--- config.mk ---
export PLATFORM = sky130hd
export DESIGN_NAME = ffr_core
export DESIGN_NICKNAME = d
export VERILOG_FILES = /design/src/hdl/ffr_core.v /design/src/hdl/ffr_vec_mem.v
export VERILOG_INCLUDE_DIRS = /design/src /design/src/hdl
export SDC_FILE = /design/constraint.sdc
export NUM_CORES = 1
export LEC_CHECK = 0
export ABC_AREA = 1
export BUFFER_PORTS_ARGS = -buffer_cell sky130_fd_sc_hd__buf_2
export CAP_MARGIN = 20
export CORE_MARGIN = 2
export CORE_UTILIZATION = 30
export DETAILED_ROUTE_END_ITERATION = 6
export GPL_TIMING_DRIVEN = 0
export SLEW_MARGIN = 20
export SYNTH_ARGS = -nofsm -noshare
export SYNTH_HDL_FRONTEND = slang
export SYNTH_HIERARCHICAL = 1
export SYNTH_SLANG_ARGS = --single-unit
--- constraint.sdc ---
create_clock -name pclk -period 2.06 [get_ports pclk]
set_clock_uncertainty 0.2 [all_clocks]
set_input_delay 0.618 -clock pclk [delete_from_list [all_inputs] [get_ports pclk]]
set_output_delay 0.618 -clock pclk [all_outputs]
set_load 0.02 [all_outputs]
--- src/hdl/ffr_defs.vh ---
/*
 Shared constants for the flash fetch fault recovery block: register
 offsets, field positions, encodings, reset values and timing counts.
 Assumes inclusion by bare name from the design files.
*/
`ifndef FFR_DEFS_VH
`define FFR_DEFS_VH

// Register byte offsets on APB
`define FFR_OFF_MSR        12'h000
`define FFR_OFF_SYNDROME   12'h004
`define FFR_OFF_PREFIX     12'h008
`define FFR_OFF_MCVEC      12'h00c
`define FFR_OFF_MODE_CTL   12'h010
`define FFR_OFF_RUN0_CFG   12'h014
`define FFR_OFF_STATUS     12'h018
`define FFR_OFF_LP_CFG     12'h01c
`define FFR_OFF_HANDLER    12'h020
`define FFR_OFF_EVENT      12'h024

// Machine state register fields
`define FFR_MSR_ME_BIT     12
`define FFR_MSR_EE_BIT     15
`define FFR_MSR_ME_MASK    32'h0000_1000
`define FFR_MSR_RESET      32'h0000_0000

// Syndrome value for a read bus error on instruction fetch
`define FFR_SYN_FETCH_ERR  32'h0000_0010

// Fixed machine check vector offset
`define FFR_MC_OFFSET      12'h010

// Mode control keys
`define FFR_KEY            16'h5af0
`define FFR_KEY_INV        16'ha50f

// Run mode zero flash field, bits 17:16 of the config word
`define FFR_FLASH_LSB      16
`define FFR_FLASH_PD       2'b01
`define FFR_FLASH_LP       2'b10
`define FFR_FLASH_NORMAL   2'b11
`define FFR_RUN0_RESET     32'h001f_0010

// Flash exit time in ns and clock period in ns
`define FFR_EXIT_TIME_NS   1000
`define FFR_CLK_NS         4
`define FFR_EXIT_CYCLES    (`FFR_EXIT_TIME_NS / `FFR_CLK_NS)

`endif

--- src/hdl/ffr_core.v ---
/*
 Flash fetch fault recovery: machine check / checkstop choice, syndrome,
 vector formation and keyed run-mode changes that cycle the flash.
 Assumes APB master on pclk, flash and wakeup signals from the same clock.
*/
`timescale 1ns/1ps
`include "ffr_defs.vh"
module ffr_core #(
    parameter HAS_CHECKSTOP  = 1,
    parameter HAS_VEC_REGS   = 0,
    parameter EXIT_CYCLES    = `FFR_EXIT_CYCLES
) (
    // Clock and reset
    input  wire        pclk,
    input  wire        presetn,
    // APB slave
    input  wire        psel,
    input  wire        penable,
    input  wire        pwrite,
    input  wire [11:0] paddr,
    input  wire [31:0] pwdata,
    output reg  [31:0] prdata,
    output reg         pready,
    output reg         pslverr,
    // Core fetch and power events
    input  wire        fetch_req,
    input  wire        lp_entry,
    input  wire        wakeup,
    input  wire        irq_req,
    input  wire [3:0]  irq_type,
    // Core outcome
    output reg         fetch_read_bus_error,
    output reg         checkstop_reset,
    output reg         mc_taken,
    output reg         irq_taken,
    output reg  [31:0] handler_addr,
    output reg         flash_usable
);
    localparam ST_NORMAL = 2'd0;
    localparam ST_LOW    = 2'd1;
    localparam ST_EXIT   = 2'd2;

    localparam MS_IDLE   = 1'b0;
    localparam MS_KEYED  = 1'b1;

    reg  [31:0] machine_state_reg;
    reg  [31:0] mc_syndrome_reg;
    reg  [31:0] vector_prefix_reg;
    reg  [31:0] run0_cfg;
    reg  [15:0] mode_target;
    reg         mode_seq;
    reg         mode_transition_flag;
    reg  [1:0]  flash_state;
    reg  [1:0]  low_power_state;
    reg         flash_sync_ok;
    reg  [1:0]  fl_req;
    reg  [31:0] exit_cnt;
    reg         pend_vec;
    reg         pend_mc;
    reg  [3:0]  pend_type;
    reg  [11:0] fixed_off;

    wire        apb_wr = psel & penable & pwrite;
    wire        apb_rd = psel & penable & ~pwrite;
    wire        me_bit = machine_state_reg[`FFR_MSR_ME_BIT];
    wire [11:0] vec_rdata;
    wire        vec_wr = apb_wr & (paddr[11:6] == 6'h01);
    wire [1:0]  run0_flash = run0_cfg[`FFR_FLASH_LSB+1:`FFR_FLASH_LSB];
    wire        fault = fetch_req & ~flash_usable;
    // Look up the coming type so registered data meets the address stage
    wire [3:0]  next_vec_type = fault ? 4'h1 : (irq_req ? irq_type : pend_type);

    function [31:0] ffr_form_addr;
        input [31:0] prefix;
        input [11:0] off;
        begin
            ffr_form_addr = {prefix[31:12], off};
        end
    endfunction

    ffr_vec_mem #(
        .DEPTH (16),
        .AW    (4)
    ) u_vec (
        .pclk    (pclk),
        .wr_en   (vec_wr),
        .wr_addr (paddr[5:2]),
        .wr_data (pwdata[11:0]),
        .rd_addr (next_vec_type),
        .rd_data (vec_rdata)
    );

    // Hard-wired offsets, sixteen bytes per type
    always @* begin
        fixed_off = {4'h0, pend_type, 4'h0};
    end

    // APB read mux; unmapped reads return zero with an error
    always @(posedge pclk or negedge presetn) begin
        if (!presetn) begin
            prdata  <= 32'h0000_0000;
            pready  <= 1'b0;
            pslverr <= 1'b0;
        end else begin
            pready  <= psel & ~penable;
            pslverr <= 1'b0;
            prdata  <= 32'h0000_0000;
            if (psel & ~penable) begin
                if (paddr == `FFR_OFF_MSR) begin
                    prdata <= machine_state_reg;
                end else if (paddr == `FFR_OFF_SYNDROME) begin
                    prdata <= mc_syndrome_reg;
                end else if (paddr == `FFR_OFF_PREFIX) begin
                    prdata <= vector_prefix_reg;
                end else if (paddr == `FFR_OFF_MODE_CTL) begin
                    prdata <= {mode_target, 16'h0000};
                end else if (paddr == `FFR_OFF_RUN0_CFG) begin
                    prdata <= run0_cfg;
                end else if (paddr == `FFR_OFF_STATUS) begin
                    prdata <= {27'h0, flash_sync_ok, flash_state, mode_seq, mode_transition_flag};
                end else if (paddr == `FFR_OFF_LP_CFG) begin
                    prdata <= {30'h0, low_power_state};
                end else if (paddr == `FFR_OFF_HANDLER) begin
                    prdata <= handler_addr;
                end else if (paddr[11:6] == 6'h01) begin
                    prdata <= 32'h0000_0000;
                end else begin
                    pslverr <= ~pwrite;
                    if (pwrite) begin
                        pslverr <= 1'b1;
                    end
                end
            end
        end
    end

    // Software registers, machine check side effects and syndrome
    always @(posedge pclk or negedge presetn) begin
        if (!presetn) begin
            machine_state_reg <= `FFR_MSR_RESET;
            mc_syndrome_reg   <= 32'h0000_0000;
            vector_prefix_reg <= 32'h0000_0000;
            run0_cfg          <= `FFR_RUN0_RESET;
            low_power_state   <= `FFR_FLASH_PD;
        end else begin
            if (apb_wr && paddr == `FFR_OFF_MSR) begin
                machine_state_reg <= pwdata;
            end
            if (apb_wr && paddr == `FFR_OFF_SYNDROME) begin
                mc_syndrome_reg <= mc_syndrome_reg & ~pwdata;
            end
            if (apb_wr && paddr == `FFR_OFF_PREFIX) begin
                vector_prefix_reg <= pwdata;
            end
            if (apb_wr && paddr == `FFR_OFF_RUN0_CFG) begin
                run0_cfg <= pwdata;
            end
            if (apb_wr && paddr == `FFR_OFF_LP_CFG) begin
                low_power_state <= pwdata[1:0];
            end
            // Hardware set wins over a same-cycle software write
            if (fault && (HAS_CHECKSTOP == 0 || me_bit)) begin
                mc_syndrome_reg <= mc_syndrome_reg | `FFR_SYN_FETCH_ERR;
                machine_state_reg[`FFR_MSR_EE_BIT] <= 1'b0;
                machine_state_reg[`FFR_MSR_ME_BIT] <= 1'b0;
            end
        end
    end

    // Fault outcome: checkstop or machine check
    always @(posedge pclk or negedge presetn) begin
        if (!presetn) begin
            fetch_read_bus_error <= 1'b0;
            checkstop_reset      <= 1'b0;
            pend_mc              <= 1'b0;
            pend_vec             <= 1'b0;
            pend_type            <= 4'h0;
        end else begin
            fetch_read_bus_error <= fault;
            checkstop_reset      <= 1'b0;
            pend_vec             <= 1'b0;
            pend_mc              <= 1'b0;
            if (fault) begin
                if (HAS_CHECKSTOP != 0 && !me_bit) begin
                    checkstop_reset <= 1'b1;
                end else begin
                    pend_vec  <= 1'b1;
                    pend_mc   <= 1'b1;
                    pend_type <= 4'h1;
                end
            end else if (irq_req) begin
                pend_vec  <= 1'b1;
                pend_type <= irq_type;
            end
        end
    end

    // Handler address formed one cycle after vector lookup
    always @(posedge pclk or negedge presetn) begin
        if (!presetn) begin
            handler_addr <= 32'h0000_0000;
            mc_taken     <= 1'b0;
            irq_taken    <= 1'b0;
        end else begin
            mc_taken  <= pend_vec & pend_mc;
            irq_taken <= pend_vec & ~pend_mc;
            if (pend_vec) begin
                if (HAS_VEC_REGS != 0) begin
                    handler_addr <= ffr_form_addr(vector_prefix_reg, vec_rdata);
                end else if (pend_mc) begin
                    handler_addr <= ffr_form_addr(vector_prefix_reg, `FFR_MC_OFFSET);
                end else begin
                    handler_addr <= ffr_form_addr(vector_prefix_reg, fixed_off);
                end
            end
        end
    end

    // Keyed mode control sequence
    always @(posedge pclk or negedge presetn) begin
        if (!presetn) begin
            mode_seq    <= MS_IDLE;
            mode_target <= 16'h0000;
            fl_req      <= 2'b00;
        end else begin
            fl_req <= 2'b00;
            if (apb_wr && paddr == `FFR_OFF_MODE_CTL) begin
                case (mode_seq)
                    MS_IDLE: begin
                        if (pwdata[15:0] == `FFR_KEY) begin
                            mode_seq    <= MS_KEYED;
                            mode_target <= pwdata[31:16];
                        end
                    end
                    default: begin
                        mode_seq <= MS_IDLE;
                        if (pwdata[15:0] == `FFR_KEY_INV && pwdata[31:16] == mode_target) begin
                            fl_req <= run0_flash;
                        end
                    end
                endcase
            end
        end
    end

    // Flash power state and transition flag
    always @(posedge pclk or negedge presetn) begin
        if (!presetn) begin
            flash_state          <= ST_NORMAL;
            flash_sync_ok        <= 1'b1;
            flash_usable         <= 1'b1;
            mode_transition_flag <= 1'b0;
            exit_cnt             <= 32'h0000_0000;
        end else begin
            case (flash_state)
                ST_NORMAL: begin
                    if (lp_entry && !wakeup) begin
                        flash_state   <= ST_LOW;
                        flash_sync_ok <= 1'b0;
                        flash_usable  <= 1'b0;
                    end else if (fl_req == `FFR_FLASH_PD || fl_req == `FFR_FLASH_LP) begin
                        flash_state   <= ST_LOW;
                        flash_sync_ok <= 1'b1;
                        flash_usable  <= 1'b0;
                    end else if (fl_req == `FFR_FLASH_NORMAL) begin
                        mode_transition_flag <= 1'b0;
                    end
                    // Wakeup racing entry keeps flash usable
                    if (lp_entry && wakeup) begin
                        flash_usable <= 1'b1;
                    end
                end
                ST_LOW: begin
                    if (fl_req == `FFR_FLASH_PD || fl_req == `FFR_FLASH_LP) begin
                        flash_sync_ok        <= 1'b1;
                        mode_transition_flag <= 1'b0;
                    end else if (fl_req == `FFR_FLASH_NORMAL && flash_sync_ok) begin
                        flash_state          <= ST_EXIT;
                        exit_cnt             <= EXIT_CYCLES;
                        mode_transition_flag <= 1'b1;
                    end else if (wakeup && flash_sync_ok) begin
                        flash_state <= ST_EXIT;
                        exit_cnt    <= EXIT_CYCLES;
                    end
                    // Unsynchronised wake leaves flash unusable
                    if (wakeup && !flash_sync_ok) begin
                        flash_usable <= 1'b0;
                    end
                end
                default: begin
                    if (exit_cnt <= 32'h0000_0001) begin
                        flash_state          <= ST_NORMAL;
                        flash_usable         <= 1'b1;
                        mode_transition_flag <= 1'b0;
                    end else begin
                        exit_cnt <= exit_cnt - 32'h0000_0001;
                    end
                end
            endcase
        end
    end
endmodule // ffr_core

--- src/hdl/ffr_vec_mem.v ---
/*
 Small vector offset memory: one offset per interrupt type, registered
 read data. Assumes a single clock and synchronous writes.
*/
`timescale 1ns/1ps
module ffr_vec_mem #(
    parameter DEPTH = 16,
    parameter AW    = 4
) (
    // Clock
    input  wire          pclk,
    // Write port
    input  wire          wr_en,
    input  wire [AW-1:0] wr_addr,
    input  wire [11:0]   wr_data,
    // Read port
    input  wire [AW-1:0] rd_addr,
    output reg  [11:0]   rd_data
);
    reg [11:0] mem [0:DEPTH-1];

    always @(posedge pclk) begin
        if (wr_en) begin
            mem[wr_addr] <= wr_data;
        end
        rd_data <= mem[rd_addr];
    end
endmodule // ffr_vec_mem

* After elaboration in Yosys (flattened, before gate mapping)
Index checks and enable logic that the tools add are counted.
** Storage, ports and cells
- Bits in registers :: 262
- Output and inout bits :: 71
** Cells by class
- Add/subtract/negate cells :: 1
- Magnitude comparators :: 1
- Eq/ne operators :: 26
- Multiplexer cells :: 68
- Bitwise gates (word level) :: 15
- Reductions and logical operators :: 30
** Operators by type and width (count)
- 32-bit two-way mux :: 13
- 32-bit one-hot mux with 2 select lines :: 1
- 12-bit by 5-bit == test with 1-bit output (second input constant) :: 4
- 1-bit two-way mux :: 34
- 32-bit bitwise AND :: 1
- 32-bit by 1-bit less-or-equal comparator with 1-bit output (second input constant) :: 1
- 32-bit NOT :: 1
- 32-bit by 1-bit subtractor with 32-bit output (second input constant) :: 1
- 2-bit two-way mux :: 9
- 16-bit by 15-bit == test with 1-bit output (second input constant) :: 1
- 16-bit == test :: 1
- 16-bit == test (second input constant) :: 1
- 16-bit two-way mux :: 1
- 1-bit logical AND :: 13
- 12-bit by 3-bit == test with 1-bit output (second input constant) :: 1
- 12-bit by 4-bit == test with 1-bit output (second input constant) :: 1
- 12-bit by 6-bit == test with 1-bit output (second input constant) :: 1
- 12-bit zero test :: 1
- 4-bit two-way mux :: 3
- 2-bit != test (second input constant) :: 6
- 5-bit two-way mux :: 2
- 3-bit != test (second input constant) :: 3
- 8-bit two-way mux :: 1
- 4-bit AND reduction :: 2
- 17 further kinds :: 38

* Logic depth before layout (Yosys ltp)
- Depth after elaboration :: 12
- Depth in mapped cells :: 12

* Worst setup path before layout
No wires, ideal clock.
- Path kind :: input-to-reg
- Start :: input paddr[11]
- End :: register prdata[19]
- Setup time :: 133 ps
- Arrival time :: 1735 ps
- Required time :: 1727 ps
- Slack :: -8 ps
- Stages :: 10
- Path buffers :: 2
- Cell sequence :: nor2_1 nand2_1 buf_6 nor2_8 nand2_4 clkbuf_1 o21ai_0 nand2_1 nand2_1 a21oi_1
** Between the ends
- Longest elaborated chain between the ends :: 10
** Ends and longest elaborated chain
- from (decl) :: line ffr_core.v:20 : input wire [11:0] paddr,
- 12-bit by 6-bit == test with 1-bit output (no line)
- 32-bit two-way mux :: line ffr_core.v:123 : end else if (paddr == `FFR_OFF_HANDLER) begin
- 32-bit two-way mux :: line ffr_core.v:121 : end else if (paddr == `FFR_OFF_LP_CFG) begin
- 32-bit two-way mux :: line ffr_core.v:119 : end else if (paddr == `FFR_OFF_STATUS) begin
- 32-bit two-way mux :: line ffr_core.v:117 : end else if (paddr == `FFR_OFF_RUN0_CFG) begin
- 32-bit two-way mux :: line ffr_core.v:115 : end else if (paddr == `FFR_OFF_MODE_CTL) begin
- 32-bit two-way mux :: line ffr_core.v:113 : end else if (paddr == `FFR_OFF_PREFIX) begin
- 32-bit two-way mux :: line ffr_core.v:111 : end else if (paddr == `FFR_OFF_SYNDROME) begin
- 32-bit two-way mux * :: line ffr_core.v:109 : if (paddr == `FFR_OFF_MSR) begin
- 32-bit two-way mux * :: line ffr_core.v:108 : if (psel & ~penable) begin
- to (signal assigned) :: line ffr_core.v:110 : prdata <= machine_state_reg;
- to (signal assigned) :: line ffr_core.v:112 : prdata <= mc_syndrome_reg;
- to (signal assigned) :: line ffr_core.v:114 : prdata <= vector_prefix_reg;
- to (decl) :: line ffr_core.v:22 : output reg [31:0] prdata,
Mark *: on every way between the ends. The rest lies on a longest branch, timed or not.
A chain may end at the register's enable or synchronous reset.

* Worst setup path after layout
- Start :: register flash_usable
- End :: output flash_usable
** RTL lines
- from (decl) :: line ffr_core.v:37 : output reg flash_usable
- from (signal assigned) :: line ffr_core.v:251 : flash_usable <= 1'b1;
- from (signal assigned) :: line ffr_core.v:260 : flash_usable <= 1'b0;
- from (signal assigned) :: line ffr_core.v:264 : flash_usable <= 1'b0;
No word-level cell between the ends.

==> results.md <==
* GR Overflow Total at 0
* Die area at 42680 um^2
* CP required at 1240 ps
* Maximum root-to-sink buffer count at 3
* Row cnt at 74
* Final period util at 1.017
* Yosys top cell area share at 0.4979
* Ys flop type: dfrtp_1
* Final Setup Violations at 1
* IO Port Bufs at 119
* Drt pass-1 iters at 5
* Hold_ws at 34.00 ps
* Async set or reset register ratio after synthesis at 1.000
* EDFF count, synth at 0
* Failing checks: negative setup slack
* Worst Path Arrival at 1280 ps
* Number of global-route vias before repair at 10.58k
* Max Cap Violations at 0
* Area contributors post-synth: dfrtp_1, nand2_1, o21ai_0, nand3_1, nor2_1
* Metal2 WL at 18530 um
* Initial antenna violation count at 0
* Slowest Stage Delay on Critical Path at 580 ps
* Starting DRT DRC Count at 967
* Multi-input logic area at 5207 um^2
* Post-Place Worst Slack at -832.2 ps
* Vias/cell at 4.935
* Maximum vdd drop at 0.0005540 V
* Worst skew pair latency at 590 ps
* Ant diodes at 0
* Max_slew headroom at 0.4921
* Post-Route Setup TNS at -34.29 ps
* Final core occ at 0.3717
* Initial Util at 0.3030
* Reg area at 6377 um^2
* Final setup margin at -34.29 ps
* Ratio of cells with drive above 1 in the final layout at 0.2180
* Total track usage at 0.1921
* Highest Clock Rate at 477.5 MHz
* Pleak at 7.613 nW
* Total core area at 40650 um^2
* Avg Cell Area, Syn at 8.276 um^2
* Post-Syn Area at 12310 um^2
* First-pass GRT wire length at 62300 um
* HP Class: in2reg
* Crit Path Class: reg2out
* Layout Cells excl Fill at 2229
* Remaining DRCs at 0
* Die X at 206.6 um
* Register area share after synthesis at 0.5171
* Pwr/cell area at 728.9 nW/um^2
* GPL Wtd Cong at 0.9300
* CP max FO at 3
* TritonCTS clock tree: built
* Synth Register Bits at 254
* I/O Pins at 128
* Clk sink count at 254
* Critical path cell sequence: buf_6
* WL final at 41010 um
* Slew Viols, Final at 0
* RSZ-0062 raised after global routing: true
* Top routing layer in use: met4
* Largest net degree at the start of global routing at 90
* Library cells used by synthesis at 47
* Placed Cells at 2148
* WL met1 at 18250 um
* Status: complete, but fails checks
* Setup slack, reg-to-reg at 40 ps
* Yosys Warn Count at 6
* Vias at 11.00k
* Crit path max-delay family: flip-flops
* Metal3 WL at 3181 um
* # fillers at 4179
* H-tree levels at 1
* Yosys top cell by area: dfrtp_1
* Area after DPL at 13670 um^2
* Clock buffer count from CTS at 28
* Final Total Pwr at 11.01 mW
* Root Buffer: clkbuf_16
* Final Hold Viols at 0
* Crit end category: output pin
* Clock-pin slew on the worst setup and hold paths at 60 ps
* Fin area at 15110 um^2
* Area growth syn-to-layout at 22.68%
* Gate Count Post-Synth at 1488
* Die Y at 206.6 um
* Final ANT Viol Nets at 0
* Per-cell routed wire length at 18.40 um
* Minimum clock period at 2094 ps
* Worst-Margin Slew at 761.8 ps
* Critical path startpoint category: flop
* Post-detail-place hpwl at 29580 um
* Final Net Count at 1735
* Critical-path top delay cell: dfstp_2
* Buffers plus inverters on the worst setup path at 1
-- cells by family (layout without fill, tap and decap cells) --
logic type               Yosys count  in the layout  share of synthesized area
AND/OR/NAND/NOR                  718            718                     0.2619
AO/OA/AOI/OAI                    277            277                     0.1207
flip-flops                       254            254                     0.5171
buffers and inverters            201            403                    0.07275
XOR/XNOR                          34             34                    0.02418
adder cells (fa/ha/maj)            3              3                   0.003048
other                              1              8                  0.0003045
-- Yosys cell counts (4+ instances only) --
library cell and n:
nand2_4 5, nand2_1 367, nand3_1 107, inv_1 123
nand2_2 24, or2_2 7, clkbuf_1 27, buf_6 5
o21ai_0 157, a21boi_0 21, buf_2 19, nor2_1 139
a31oi_1 4, a21oi_1 39, xnor2_1 8, o22ai_1 6
dfstp_2 9, inv_2 5, nor2_2 8, xor2_1 26
buf_4 14, o21ai_1 42, nor2_4 7, dfrtp_1 245
nor4_1 5, nor3_1 9, nand4_1 28
-- power by group --
part,total [mW],switching [mW],internal [mW],leakage [nW]
logic,0.663,0.490,0.172,3.73
clock network,5.24,2.15,3.09,0.471
registers,5.11,0.0591,5.05,3.41
total,11.0,2.70,8.32,7.61
-- layout make-up --
class	count	share of cell area
Buffer	70	0.03040
Sequential cell	254	0.4221
Timing Repair Buffer	150	0.06121
Multi-Input combinational cell	1040	0.3447
Clock inverter	7	0.007454
Tap cell	532	0.04406
Inverter	131	0.03346
Clock buffer	45	0.05657
-- worst paths after layout --
path | end | startpoint | cells past startpoint
min reg2reg | machine_state_reg[9]$_DFFE_PN0P_ | machine_state_reg[9]$_DFFE_PN0P_ | 2
max reg2reg | exit_cnt[19]$_DFFE_PN0P_ | exit_cnt[15]$_DFFE_PN0P_ | 11
min | mc_syndrome_reg[11]$_DFFE_PN0P_ | pwdata[11] | 2
max | flash_usable | flash_usable$_DFFE_PN1P_ | 1
max in group asynchronous | low_power_state[0]$_DFFE_PN1P_ | presetn | 3
min in group asynchronous | exit_cnt[16]$_DFFE_PN0P_ | presetn | 2
-- cells in the final DEF, fill, tap and decap left out, types with 6 or more instances in the layout --
cell         n
xor2_1      26
dfrtp_1    237
a21oi_1     39
o22ai_1      6
conb_1       8
buf_4       41
o21ai_0    154
a21boi_0    21
xnor2_1      8
nand2_2     27
buf_6        9
buf_2      137
dfstp_2      9
o21ai_1     45
nand3_1    107
nor2_4      10
nand2_4      9
nor2_2      24
clkbuf_1    18
nor2_1     120
inv_1      119
or2_2        7
clkbuf_8     9
nand4_1     28
clkbuf_16   30
nand2_1    360
nor3_1       8
dfrtp_2      8
clkbuf_2    11
-- timing repair --
action | 4_1_cts | 5_1_grt
hold endpoints to repair | 82 | 0
setup endpoints to repair | 154 | 162
resized for setup | 30 | 73
hold buffers | 1 | 0
gates cloned | 0 | 2
buffers inserted | 7 | 19
pin swaps | 4 | 13
-- routing by layer --
layer  global-route usage  vias to the layer above
met5                    0                        -
li1                     -                     5193
met1               0.2700                     5304
met2               0.3022                      427
met3              0.03736                       76
met4              0.05255                        0
No activity file was read; power rests on OpenSTA's default activity.
